**config.mk**
```make
export PLATFORM = sky130hd
export DESIGN_NAME = dpot_top
export DESIGN_NICKNAME = d
export VERILOG_FILES = /design/src/dpot_pkg.sv /design/src/dpot_top.sv
export SDC_FILE = /design/constraint.sdc
export NUM_CORES = 1
export LEC_CHECK = 0
export BUFFER_PORTS_ARGS = -buffer_cell sky130_fd_sc_hd__buf_2
export CORE_MARGIN = 4
export CORE_UTILIZATION = 30
export CTS_BUF_LIST = sky130_fd_sc_hd__clkbuf_8
export DETAILED_ROUTE_END_ITERATION = 12
export HOLD_SLACK_MARGIN = 0.06
export SLEW_MARGIN = 20
export SYNTH_ARGS = -nofsm -noshare
export SYNTH_HDL_FRONTEND = slang
export SYNTH_SLANG_ARGS = --single-unit
```
**constraint.sdc**
```tcl
create_clock -name CLK_IN -period 4.8 [get_ports CLK_IN]
set_input_delay 0.96 -clock CLK_IN [delete_from_list [all_inputs] [get_ports CLK_IN]]
set_output_delay 0.96 -clock CLK_IN [all_outputs]
set_load 0.05 [all_outputs]
```
**src/dpot_pkg.sv**
```systemverilog
package dpot_pkg;

    // Register indices on the serial link
    localparam logic [7:0] REG_POSITION   = 8'h00;
    localparam logic [7:0] REG_CONFIG_SEL = 8'h01;
    localparam logic [7:0] REG_ACCESS     = 8'h02;

    // Reset and shipped values
    localparam logic [6:0] POS_MIDSCALE   = 7'h40;
    localparam logic [6:0] POS_SHIPPED    = 7'h40;

    // Field positions
    localparam int ACC_WIPER_ONLY_BIT     = 7;
    localparam int ACC_ACTIVE_BIT         = 6;
    localparam int ACC_BUSY_BIT           = 5;
    localparam int CFG_DIVIDER_BIT        = 7;
    localparam int CFG_PREC_OFF_BIT       = 6;

    // Identification byte: 01010, strap bit, 0, read/write
    localparam logic [4:0] ID_PREFIX      = 5'h0A;
    localparam logic       ID_FIXED_ZERO  = 1'b0;

    // Time of the self-timed non-volatile write
    localparam int CLK_HZ                 = 50_000_000;
    localparam int NV_WRITE_MS            = 20;
    localparam int NV_WRITE_CYCLES        = CLK_HZ / 1000 * NV_WRITE_MS;
    // Supply ramp before non-volatile reads are reliable
    localparam int RECALL_DELAY_CYCLES    = 16;

    // Serial engine states
    typedef enum logic [2:0] {
        DPOT_IDLE   = 3'b000,
        DPOT_ID     = 3'b001,
        DPOT_ID_ACK = 3'b011,
        DPOT_RX     = 3'b010,
        DPOT_RX_ACK = 3'b110,
        DPOT_TX     = 3'b111,
        DPOT_TX_ACK = 3'b101
    } dpot_state_t;

    // Analog-facing controls
    typedef struct packed {
        logic [6:0] position;
        logic       active;
        logic       divider_mode;
        logic       precision_off;
    } dpot_ctrl_t;

endpackage

```
**src/dpot_top.sv**
```systemverilog
// Summary of operation
// - 7-bit position drives wiper; 00h at low, 7Fh at high terminal
// - Wiper position forced to 40h while power comes up
// - After supply settles, stored initial position copied to wiper
// - Non-volatile initial-position store holds 40h as shipped
// - Address 0 reaches store or wiper, chosen by wiper-only select
// - Configuration select register mapped at address 1
// - Access-control register mapped at address 2
// - Access bit 7: 0 targets store, 1 targets wiper only
// - Every write to the store also loads the wiper
// - Wiper-only select resets to 0
// - Access bit 6: 0 shuts down, 1 active, default 1
// - Access bit 5 read-only, 1 while non-volatile write runs
// - While busy, writes to wiper or access register ignored
// - Configuration bit 7: 0 rheostat, 1 divider, default 0
// - Configuration bit 6 set disables precision matching, default 0
// - Configuration bits 5..0 ignore writes; host ignores their value
// - One address bit compared against strap pin; respond only on match
// - Two devices per bus at 50h and 54h by strap level
// - Data sampled on clock rise, changed after clock fall
// - Data line open-drain: pull low or release only
// - Id byte 01010, strap, 0, read/write; ack only on match
// - Write: id, address, data, stop; non-volatile write starts at stop after a store or configuration write
// - Read: id write, address, restart, id read, bytes until nack
module dpot_top #(
    parameter int NV_CYCLES = dpot_pkg::NV_WRITE_CYCLES
) (
    input  wire logic              CLK_IN,
    input  wire logic              SYS_RST_IN,
    input  wire logic              SCL_IN,
    input  wire logic              SDA_IN,
    input  wire logic              ADDRESS_STRAP_PIN_IN,
    output logic                   SDA_OUT,
    output logic                   SDA_OE_OUT,
    output dpot_pkg::dpot_ctrl_t   CTRL_OUT,
    output logic                   NV_WRITE_BUSY_OUT
);

    // Two-flop synchronisers; first stage read only by second
    logic [2:0] scl_sync_r;
    logic [2:0] sda_sync_r;
    logic [1:0] strap_sync_r;
    always_ff @(posedge CLK_IN) begin
        if (SYS_RST_IN) begin
            scl_sync_r   <= 3'h7;
            sda_sync_r   <= 3'h7;
            strap_sync_r <= 2'h0;
        end else begin
            scl_sync_r   <= {scl_sync_r[1:0], SCL_IN};
            sda_sync_r   <= {sda_sync_r[1:0], SDA_IN};
            strap_sync_r <= {strap_sync_r[0], ADDRESS_STRAP_PIN_IN};
        end
    end

    logic scl_s;
    logic sda_s;
    logic scl_prev;
    logic sda_prev;
    assign scl_s    = scl_sync_r[1];
    assign sda_s    = sda_sync_r[1];
    assign scl_prev = scl_sync_r[2];
    assign sda_prev = sda_sync_r[2];

    // Edges of the synced lines; start and stop need clock high twice
    logic scl_rise;
    logic scl_fall;
    logic sda_fall;
    logic sda_rise;
    logic start_det;
    logic stop_det;
    assign scl_rise  = scl_s & ~scl_prev;
    assign scl_fall  = ~scl_s & scl_prev;
    assign sda_fall  = sda_prev & ~sda_s;
    assign sda_rise  = ~sda_prev & sda_s;
    assign start_det = scl_s & scl_prev & sda_fall;
    assign stop_det  = scl_s & scl_prev & sda_rise;

    // Registers of the block
    logic [6:0] store_r;         // Non-volatile image
    logic [6:0] wiper_r;
    logic       wiper_only_r;
    logic       active_r;
    logic       divider_r;
    logic       prec_off_r;
    logic       busy_r;
    localparam int BUSY_W = $clog2(NV_CYCLES + 1);
    logic [BUSY_W-1:0] busy_cnt_r;
    logic [4:0] recall_cnt_r;
    logic       recalled_r;

    // Serial engine
    dpot_pkg::dpot_state_t state_r;
    logic [7:0] shift_r;
    logic [3:0] bit_cnt_r;
    logic [7:0] addr_r;
    logic [1:0] byte_idx_r;      // 0 id, 1 address, 2 data
    logic       reading_r;
    logic       nv_pending_r;    // Store or configuration written this frame
    logic       sda_low_r;

    logic       wr_strobe;
    logic [7:0] wr_data;
    assign wr_data = shift_r;

    // Read mux; reserved configuration bits read zero
    logic [7:0] rd_data;
    always_comb begin
        rd_data = 8'h00;
        unique case (addr_r)
            dpot_pkg::REG_POSITION:
                rd_data = {1'b0, wiper_only_r ? wiper_r : store_r};
            dpot_pkg::REG_CONFIG_SEL:
                rd_data = {divider_r, prec_off_r, 6'h00};
            dpot_pkg::REG_ACCESS:
                rd_data = {wiper_only_r, active_r, busy_r, 5'h00};
            default: rd_data = 8'h00;
        endcase
    end

    // Id byte match: fixed prefix, strap bit, fixed zero
    logic id_match;
    assign id_match = (shift_r[7:3] == dpot_pkg::ID_PREFIX)
        && (shift_r[2] == strap_sync_r[1])
        && (shift_r[1] == dpot_pkg::ID_FIXED_ZERO);

    // Protocol state machine
    always_ff @(posedge CLK_IN) begin
        if (SYS_RST_IN) begin
            state_r    <= dpot_pkg::DPOT_IDLE;
            shift_r    <= 8'h00;
            bit_cnt_r  <= 4'h0;
            addr_r     <= 8'h00;
            byte_idx_r <= 2'h0;
            reading_r  <= 1'b0;
            sda_low_r  <= 1'b0;
        end else if (start_det && recalled_r) begin
            // Start ignored until power-up recall finished
            state_r   <= dpot_pkg::DPOT_ID;
            bit_cnt_r <= 4'h0;
            sda_low_r <= 1'b0;
        end else if (stop_det) begin
            state_r    <= dpot_pkg::DPOT_IDLE;
            byte_idx_r <= 2'h0;
            sda_low_r  <= 1'b0;
        end else begin
            unique case (state_r)
                dpot_pkg::DPOT_IDLE: sda_low_r <= 1'b0;
                dpot_pkg::DPOT_ID, dpot_pkg::DPOT_RX: begin
                    if (scl_rise) begin
                        shift_r   <= {shift_r[6:0], sda_s};
                        bit_cnt_r <= bit_cnt_r + 4'h1;
                    end
                    if (scl_fall && bit_cnt_r == 4'h8) begin
                        bit_cnt_r <= 4'h0;
                        if (state_r == dpot_pkg::DPOT_ID) begin
                            if (id_match) begin
                                sda_low_r <= 1'b1;
                                reading_r <= shift_r[0];
                                state_r   <= dpot_pkg::DPOT_ID_ACK;
                            end else begin
                                state_r <= dpot_pkg::DPOT_IDLE;
                            end
                        end else begin
                            sda_low_r <= 1'b1;
                            state_r   <= dpot_pkg::DPOT_RX_ACK;
                            if (byte_idx_r == 2'h1) begin
                                addr_r <= shift_r;
                            end else if (addr_r < dpot_pkg::REG_ACCESS) begin
                                addr_r <= addr_r + 8'h01;
                            end
                            byte_idx_r <= 2'h2;
                        end
                    end
                end
                dpot_pkg::DPOT_ID_ACK: begin
                    if (scl_fall) begin
                        if (reading_r) begin
                            shift_r   <= rd_data;
                            sda_low_r <= ~rd_data[7];
                            bit_cnt_r <= 4'h1;
                            state_r   <= dpot_pkg::DPOT_TX;
                        end else begin
                            sda_low_r  <= 1'b0;
                            byte_idx_r <= 2'h1;
                            state_r    <= dpot_pkg::DPOT_RX;
                        end
                    end
                end
                dpot_pkg::DPOT_RX_ACK: begin
                    if (scl_fall) begin
                        sda_low_r <= 1'b0;
                        state_r   <= dpot_pkg::DPOT_RX;
                    end
                end
                dpot_pkg::DPOT_TX: begin
                    if (scl_fall) begin
                        if (bit_cnt_r == 4'h8) begin
                            sda_low_r <= 1'b0;                 // Master acks
                            state_r   <= dpot_pkg::DPOT_TX_ACK;
                            // Next byte of a burst, held at the last one
                            if (addr_r < dpot_pkg::REG_ACCESS) begin
                                addr_r <= addr_r + 8'h01;
                            end
                        end else begin
                            shift_r   <= {shift_r[6:0], 1'b0};
                            sda_low_r <= ~shift_r[6];
                            bit_cnt_r <= bit_cnt_r + 4'h1;
                        end
                    end
                end
                dpot_pkg::DPOT_TX_ACK: begin
                    if (scl_rise) begin
                        reading_r <= ~sda_s;
                    end
                    if (scl_fall) begin
                        if (reading_r) begin
                            shift_r   <= rd_data;
                            sda_low_r <= ~rd_data[7];
                            bit_cnt_r <= 4'h1;
                            state_r   <= dpot_pkg::DPOT_TX;
                        end else begin
                            state_r <= dpot_pkg::DPOT_IDLE;
                        end
                    end
                end
                default: state_r <= dpot_pkg::DPOT_IDLE;
            endcase
        end
    end

    // Data byte complete: write strobe at the ack's drive point
    assign wr_strobe = ~start_det & ~stop_det
        && state_r == dpot_pkg::DPOT_RX && scl_fall
        && bit_cnt_r == 4'h8 && byte_idx_r == 2'h2;

    // Register writes; all are dropped while the store is busy
    logic wr_pos_ok;
    logic wr_store_ok;
    logic wr_cfg_ok;
    logic wr_acc_ok;
    assign wr_pos_ok   = wr_strobe && !busy_r
        && addr_r == dpot_pkg::REG_POSITION;
    assign wr_store_ok = wr_pos_ok && !wiper_only_r;
    assign wr_cfg_ok   = wr_strobe && !busy_r
        && addr_r == dpot_pkg::REG_CONFIG_SEL;
    assign wr_acc_ok   = wr_strobe && !busy_r
        && addr_r == dpot_pkg::REG_ACCESS;

    // Pull low or release only; never drive high
    assign SDA_OUT    = 1'b0;
    assign SDA_OE_OUT = sda_low_r;

    // Recall timer; starts are refused until the supply has settled
    logic recall_now;
    assign recall_now = !recalled_r
        && recall_cnt_r == 5'(dpot_pkg::RECALL_DELAY_CYCLES);
    always_ff @(posedge CLK_IN) begin
        if (SYS_RST_IN) begin
            recall_cnt_r <= 5'h00;
            recalled_r   <= 1'b0;
        end else if (!recalled_r) begin
            recall_cnt_r <= recall_cnt_r + 5'h01;
            recalled_r   <= recall_now;
        end
    end

    // Wiper: midscale at power-up, then recall, then user writes
    always_ff @(posedge CLK_IN) begin
        if (SYS_RST_IN) begin
            wiper_r <= dpot_pkg::POS_MIDSCALE;
        end else if (recall_now) begin
            wiper_r <= store_r;
        end else if (recalled_r && wr_pos_ok) begin
            wiper_r <= wr_data[6:0];
        end
    end

    // Non-volatile store; kept across system reset like real memory
    logic store_init_r = 1'b0;
    always_ff @(posedge CLK_IN) begin
        store_init_r <= 1'b1;
        if (!store_init_r) begin
            store_r <= dpot_pkg::POS_SHIPPED;
        end else if (wr_store_ok) begin
            store_r <= wr_data[6:0];
        end
    end

    // Configuration bits; reserved bits 5..0 have no storage
    always_ff @(posedge CLK_IN) begin
        if (!store_init_r) begin
            divider_r  <= 1'b0;
            prec_off_r <= 1'b0;
        end else if (wr_cfg_ok) begin
            divider_r  <= wr_data[dpot_pkg::CFG_DIVIDER_BIT];
            prec_off_r <= wr_data[dpot_pkg::CFG_PREC_OFF_BIT];
        end
    end

    // Access-control register; low bits not stored
    always_ff @(posedge CLK_IN) begin
        if (SYS_RST_IN) begin
            wiper_only_r <= 1'b0;
            active_r     <= 1'b1;
        end else if (wr_acc_ok) begin
            wiper_only_r <= wr_data[dpot_pkg::ACC_WIPER_ONLY_BIT];
            active_r     <= wr_data[dpot_pkg::ACC_ACTIVE_BIT];
        end
    end

    // Pending flag: a store or configuration byte awaits the stop
    always_ff @(posedge CLK_IN) begin
        if (SYS_RST_IN) begin
            nv_pending_r <= 1'b0;
        end else if (stop_det) begin
            nv_pending_r <= 1'b0;
        end else if (wr_store_ok || wr_cfg_ok) begin
            nv_pending_r <= 1'b1;
        end
    end

    // Busy timer: a stop launches the self-timed write; set wins
    always_ff @(posedge CLK_IN) begin
        if (SYS_RST_IN) begin
            busy_r     <= 1'b0;
            busy_cnt_r <= '0;
        end else if (stop_det && nv_pending_r) begin
            busy_r     <= 1'b1;
            busy_cnt_r <= '0;
        end else if (busy_r) begin
            busy_cnt_r <= busy_cnt_r + 1'b1;
            if (busy_cnt_r == BUSY_W'(NV_CYCLES - 1)) begin
                busy_r <= 1'b0;
            end
        end
    end

    // Analog controls from flops
    assign CTRL_OUT.position      = wiper_r;
    assign CTRL_OUT.active        = active_r;
    assign CTRL_OUT.divider_mode  = divider_r;
    assign CTRL_OUT.precision_off = prec_off_r;
    assign NV_WRITE_BUSY_OUT      = busy_r;

endmodule

```
==> results.py <==
metrics = {
    "synthesis": {
        "synth_edf_count": 9,
        "synth_area_leaders": "dfxtp_1 (35%), edfxtp_1 (6.5%), nor2_1 (5.5%)",
        "yosys.area.top_type_share_pct": 34.7,
        "synth_nets": 475,
        "synthCells": 461,
        "synth_area_mm2": 0.00415,
        "synth_warnings": 0,
        "synth.largest_area_cell": "dfxtp_1",
        "ys_types": 67,
        "synth.avg_cell_area_um2": 9.01,
        "synthArstFlopShare_pct": 0,
        "ys_seq_area_share_pct": 41.2,
        "ys_ff_latch": 81,
        "synthFlopType": "dfxtp_1",
    },
    "power": {
        "p_clk_share_pct": 40.2,
        "cellPowerDensity_mw_per_mm2": 268,
        "combPwrFrac_pct": 2.8,
        "ir_worst_vdd_v": 0.000125,
        "netSwitchingPower_w": 0.000278,
        "swShare_pct": 23.0,
        "power.leakage_nw": 1.64,
        "intPower_w": 0.000932,
        "share_seq_of_total_power_pct": 57.1,
    },
    "clock_network": {
        "cts_buffer_depth": 2,
        "clock_sinks": 81,
        "clkSlewWorstSetupHoldPaths_ps": 80,
        "ctsHtreeMaxLevel": 3,
        "ctsResizeCount": 0,
        "cts_setup_buffers": 0,
        "postCtsHoldBufs": 0,
        "insertion_delay_ps": 360,
        "root_buffer": "clkbuf_8",
        "numCtsBuffers": 9,
        "cts_tree": "built",
    },
    "run": {
        "maxCapViolations": 0,
    },
    "drt": {
        "wl_um": 9550,
        "drtAntennaViolNets": 0,
        "met1_length_um": 4680,
        "routed-wl-met3_um": 650,
        "dr.pass1.iters": 5,
        "drc_errors": 0,
        "maxUsedRoutingLayer": "met4",
        "wire_per_inst_um": 14.8,
        "routed-wl-met2_um": 4110,
        "drt_iter0_markers": 276,
        "num_vias": 3343,
        "vias_per_cell": 5.18,
    },
    "sta": {
        "finalHoldViolCount": 0,
        "finalCriticalPeriod_ps": 2380,
        "skew_ps": 8.44,
        "grt_setup_unrepaired": "false",
        "slew_headroom_pct": 54.1,
        "setup_viol_count_final": 0,
        "worst_pin_slew_ps": 687,
        "drv_slew": 0,
        "fin_setup_tns_ps": 0,
        "fmax_mhz": 420,
        "fin_crit_sh_pct": 49.6,
    },
    "worst_setup_path": {
        "cp.arrival_ps": 2420,
        "worstSetupPathType": "reg -> reg",
        "r2r_cells": 4,
        "start_kind": "flop",
        "endpoint_kind": "flop",
        "cp_data_required_time_ps": 4840,
        "worstPathMaxFanout": 18,
    },
    "grt": {
        "track_usage_pct": 12.3,
        "grt_max_degree": 47,
        "antenna_found_initial": 0,
        "first_global_vias": 3069,
        "grt_overflow": 0,
        "grt_pass1_wl_um": 15700,
    },
    "finish": {
        "final_cell_mix": "dfxtp_1 (72), nor2_1 (61), a21oi_1 (30), nand2_1 (21), mux2i_1 (21)",
        "fill_cells": 1376,
        "area_growth_pct": 8.74,
        "layout_commonest_cell": "dfxtp_1",
        "fin_nets": 478,
        "finalInstanceArea_mm2": 0.00452,
        "n_antenna_cell": 0,
        "drive_above_1_share_pct": 11.7,
    },
    "die": {
        "num_io_pins": 18,
        "die_h_um": 126,
        "die-width_um": 126,
        "initial_utilization_pct": 31.0,
        "die_area_mm2": 0.0158,
        "fp-row-count": 42,
        "core_mm2": 0.0134,
    },
    "worst_hold_path": {
        "hold_path.class": "reg -> reg",
        "hold_depth": 1,
    },
    "place": {
        "placed_area_mm2": 0.00433,
        "place_hpwl_um": 6920,
        "place_congestion": 0.884,
        "portBuffers": 16,
    },
    "outcome": {
        "status": "complete, no violations",
    },
}
## worst max-delay path: stages, from the launching register on
cell and delay [ps]:
dfxtp_1 690, nand2b_1 200, or4_4 490, nor4_4 290, and3_1 390
## metal layers
layer	track usage, %	up-vias
li1	-	1654
met1	17.1	1579
met2	17.7	101
met3	4.70	9
met4	3.38	0
met5	0	-
## stage by stage
stage / util [%] / cells / hold WS, ps / power (W) / worst slack (ps)
6_report: 33.7 / 645 / 410 / 0.00121 / 2420
3_5_place_dp: 32.3 / 629 / 392 / 0.000740 / 2420
4_1_cts: 33.7 / 645 / 411 / 0.00123 / 2430
2_1_floorplan: - / 461 / 389 / 0.000731 / 2680
5_1_grt: 33.7 / 645 / 428 / 0.00127 / 2250
3_3_place_gp: 32.3 / 629 / 396 / 0.000739 / 2420
## layout make-up
type	count	area (um^2)	share of cell area, %
clock buffer	9	124	2.74
clock inverter	7	61.3	1.36
inverter	13	48.8	1.08
multi-input combinational	342	2260	50.1
sequential	81	1710	37.9
tap	176	220	4.88
timing repair buffer	17	87.6	1.94
## worst paths after layout
check | start | to | slack [ps]
min reg2reg | sda_sync_r[0] | sda_sync_r[1] | 410
min | sda_sync_r[0] | sda_sync_r[1] | 410
max reg2reg | state_r[1] | store_r[5] | 2420
max | state_r[1] | store_r[5] | 2420
## registers in the layout, summed over array words and instances, names as in the netlist, 2 cells and up
signal	flops
addr_r	8
sda_sync_r	3
busy_cnt_r	20
bit_cnt_r	4
strap_sync_r	2
shift_r	8
state_r	3
scl_sync_r	3
recall_cnt_r	5
store_r	7
wiper_r	7
byte_idx_r	2
## cells by family after synthesis
kind of cell             count (synthesis)  share of synthesized area, %
AO/OA/AOI/OAI                           92                          14.5
XOR/XNOR                                27                          5.69
adder cells (fa/ha/maj)                 10                          2.98
buffers and inverters                   38                          4.31
flip-flops                              81                          41.2
multiplexers                            23                          5.60
other                                    1                        0.0903
AND/OR/NAND/NOR                        189                          25.6
## power by group through the flow
stage / logic, W / clock network [W] / registers [W]
2_1_floorplan: 0.0000260 / 0 / 0.000705
3_3_place_gp: 0.0000328 / 0 / 0.000706
3_5_place_dp: 0.0000333 / 0 / 0.000706
4_1_cts: 0.0000335 / 0.000504 / 0.000690
5_1_grt: 0.0000373 / 0.000536 / 0.000691
6_report: 0.0000334 / 0.000486 / 0.000690
## cell usage after synthesis, types with 2 or more instances
cell type / count
dfxtp_1: 72
nor2_1: 61
a21oi_1: 30
mux2i_1: 21
nand2_1: 21
nor3_1: 19
nand3_1: 16
o21ai_0: 16
xnor2_1: 16
inv_1: 13
xor2_1: 11
clkbuf_1: 10
a211oi_1: 9
edfxtp_1: 9
ha_1: 9
nand4_1: 9
or2_2: 9
and2_1: 7
nor2b_1: 7
a31oi_1: 6
and3_1: 6
buf_4: 6
nand2b_1: 6
buf_2: 5
nor4b_1: 4
o211ai_1: 4
a2111oi_0: 3
a22o_1: 3
a22oi_1: 3
buf_1: 3
or3_1: 3
a211oi_2: 2
a21o_1: 2
and4_1: 2
mux2_2: 2
nand3b_1: 2
nor4_1: 2
nor4_4: 2
o41ai_1: 2
(Power assumes the default switching activity.)
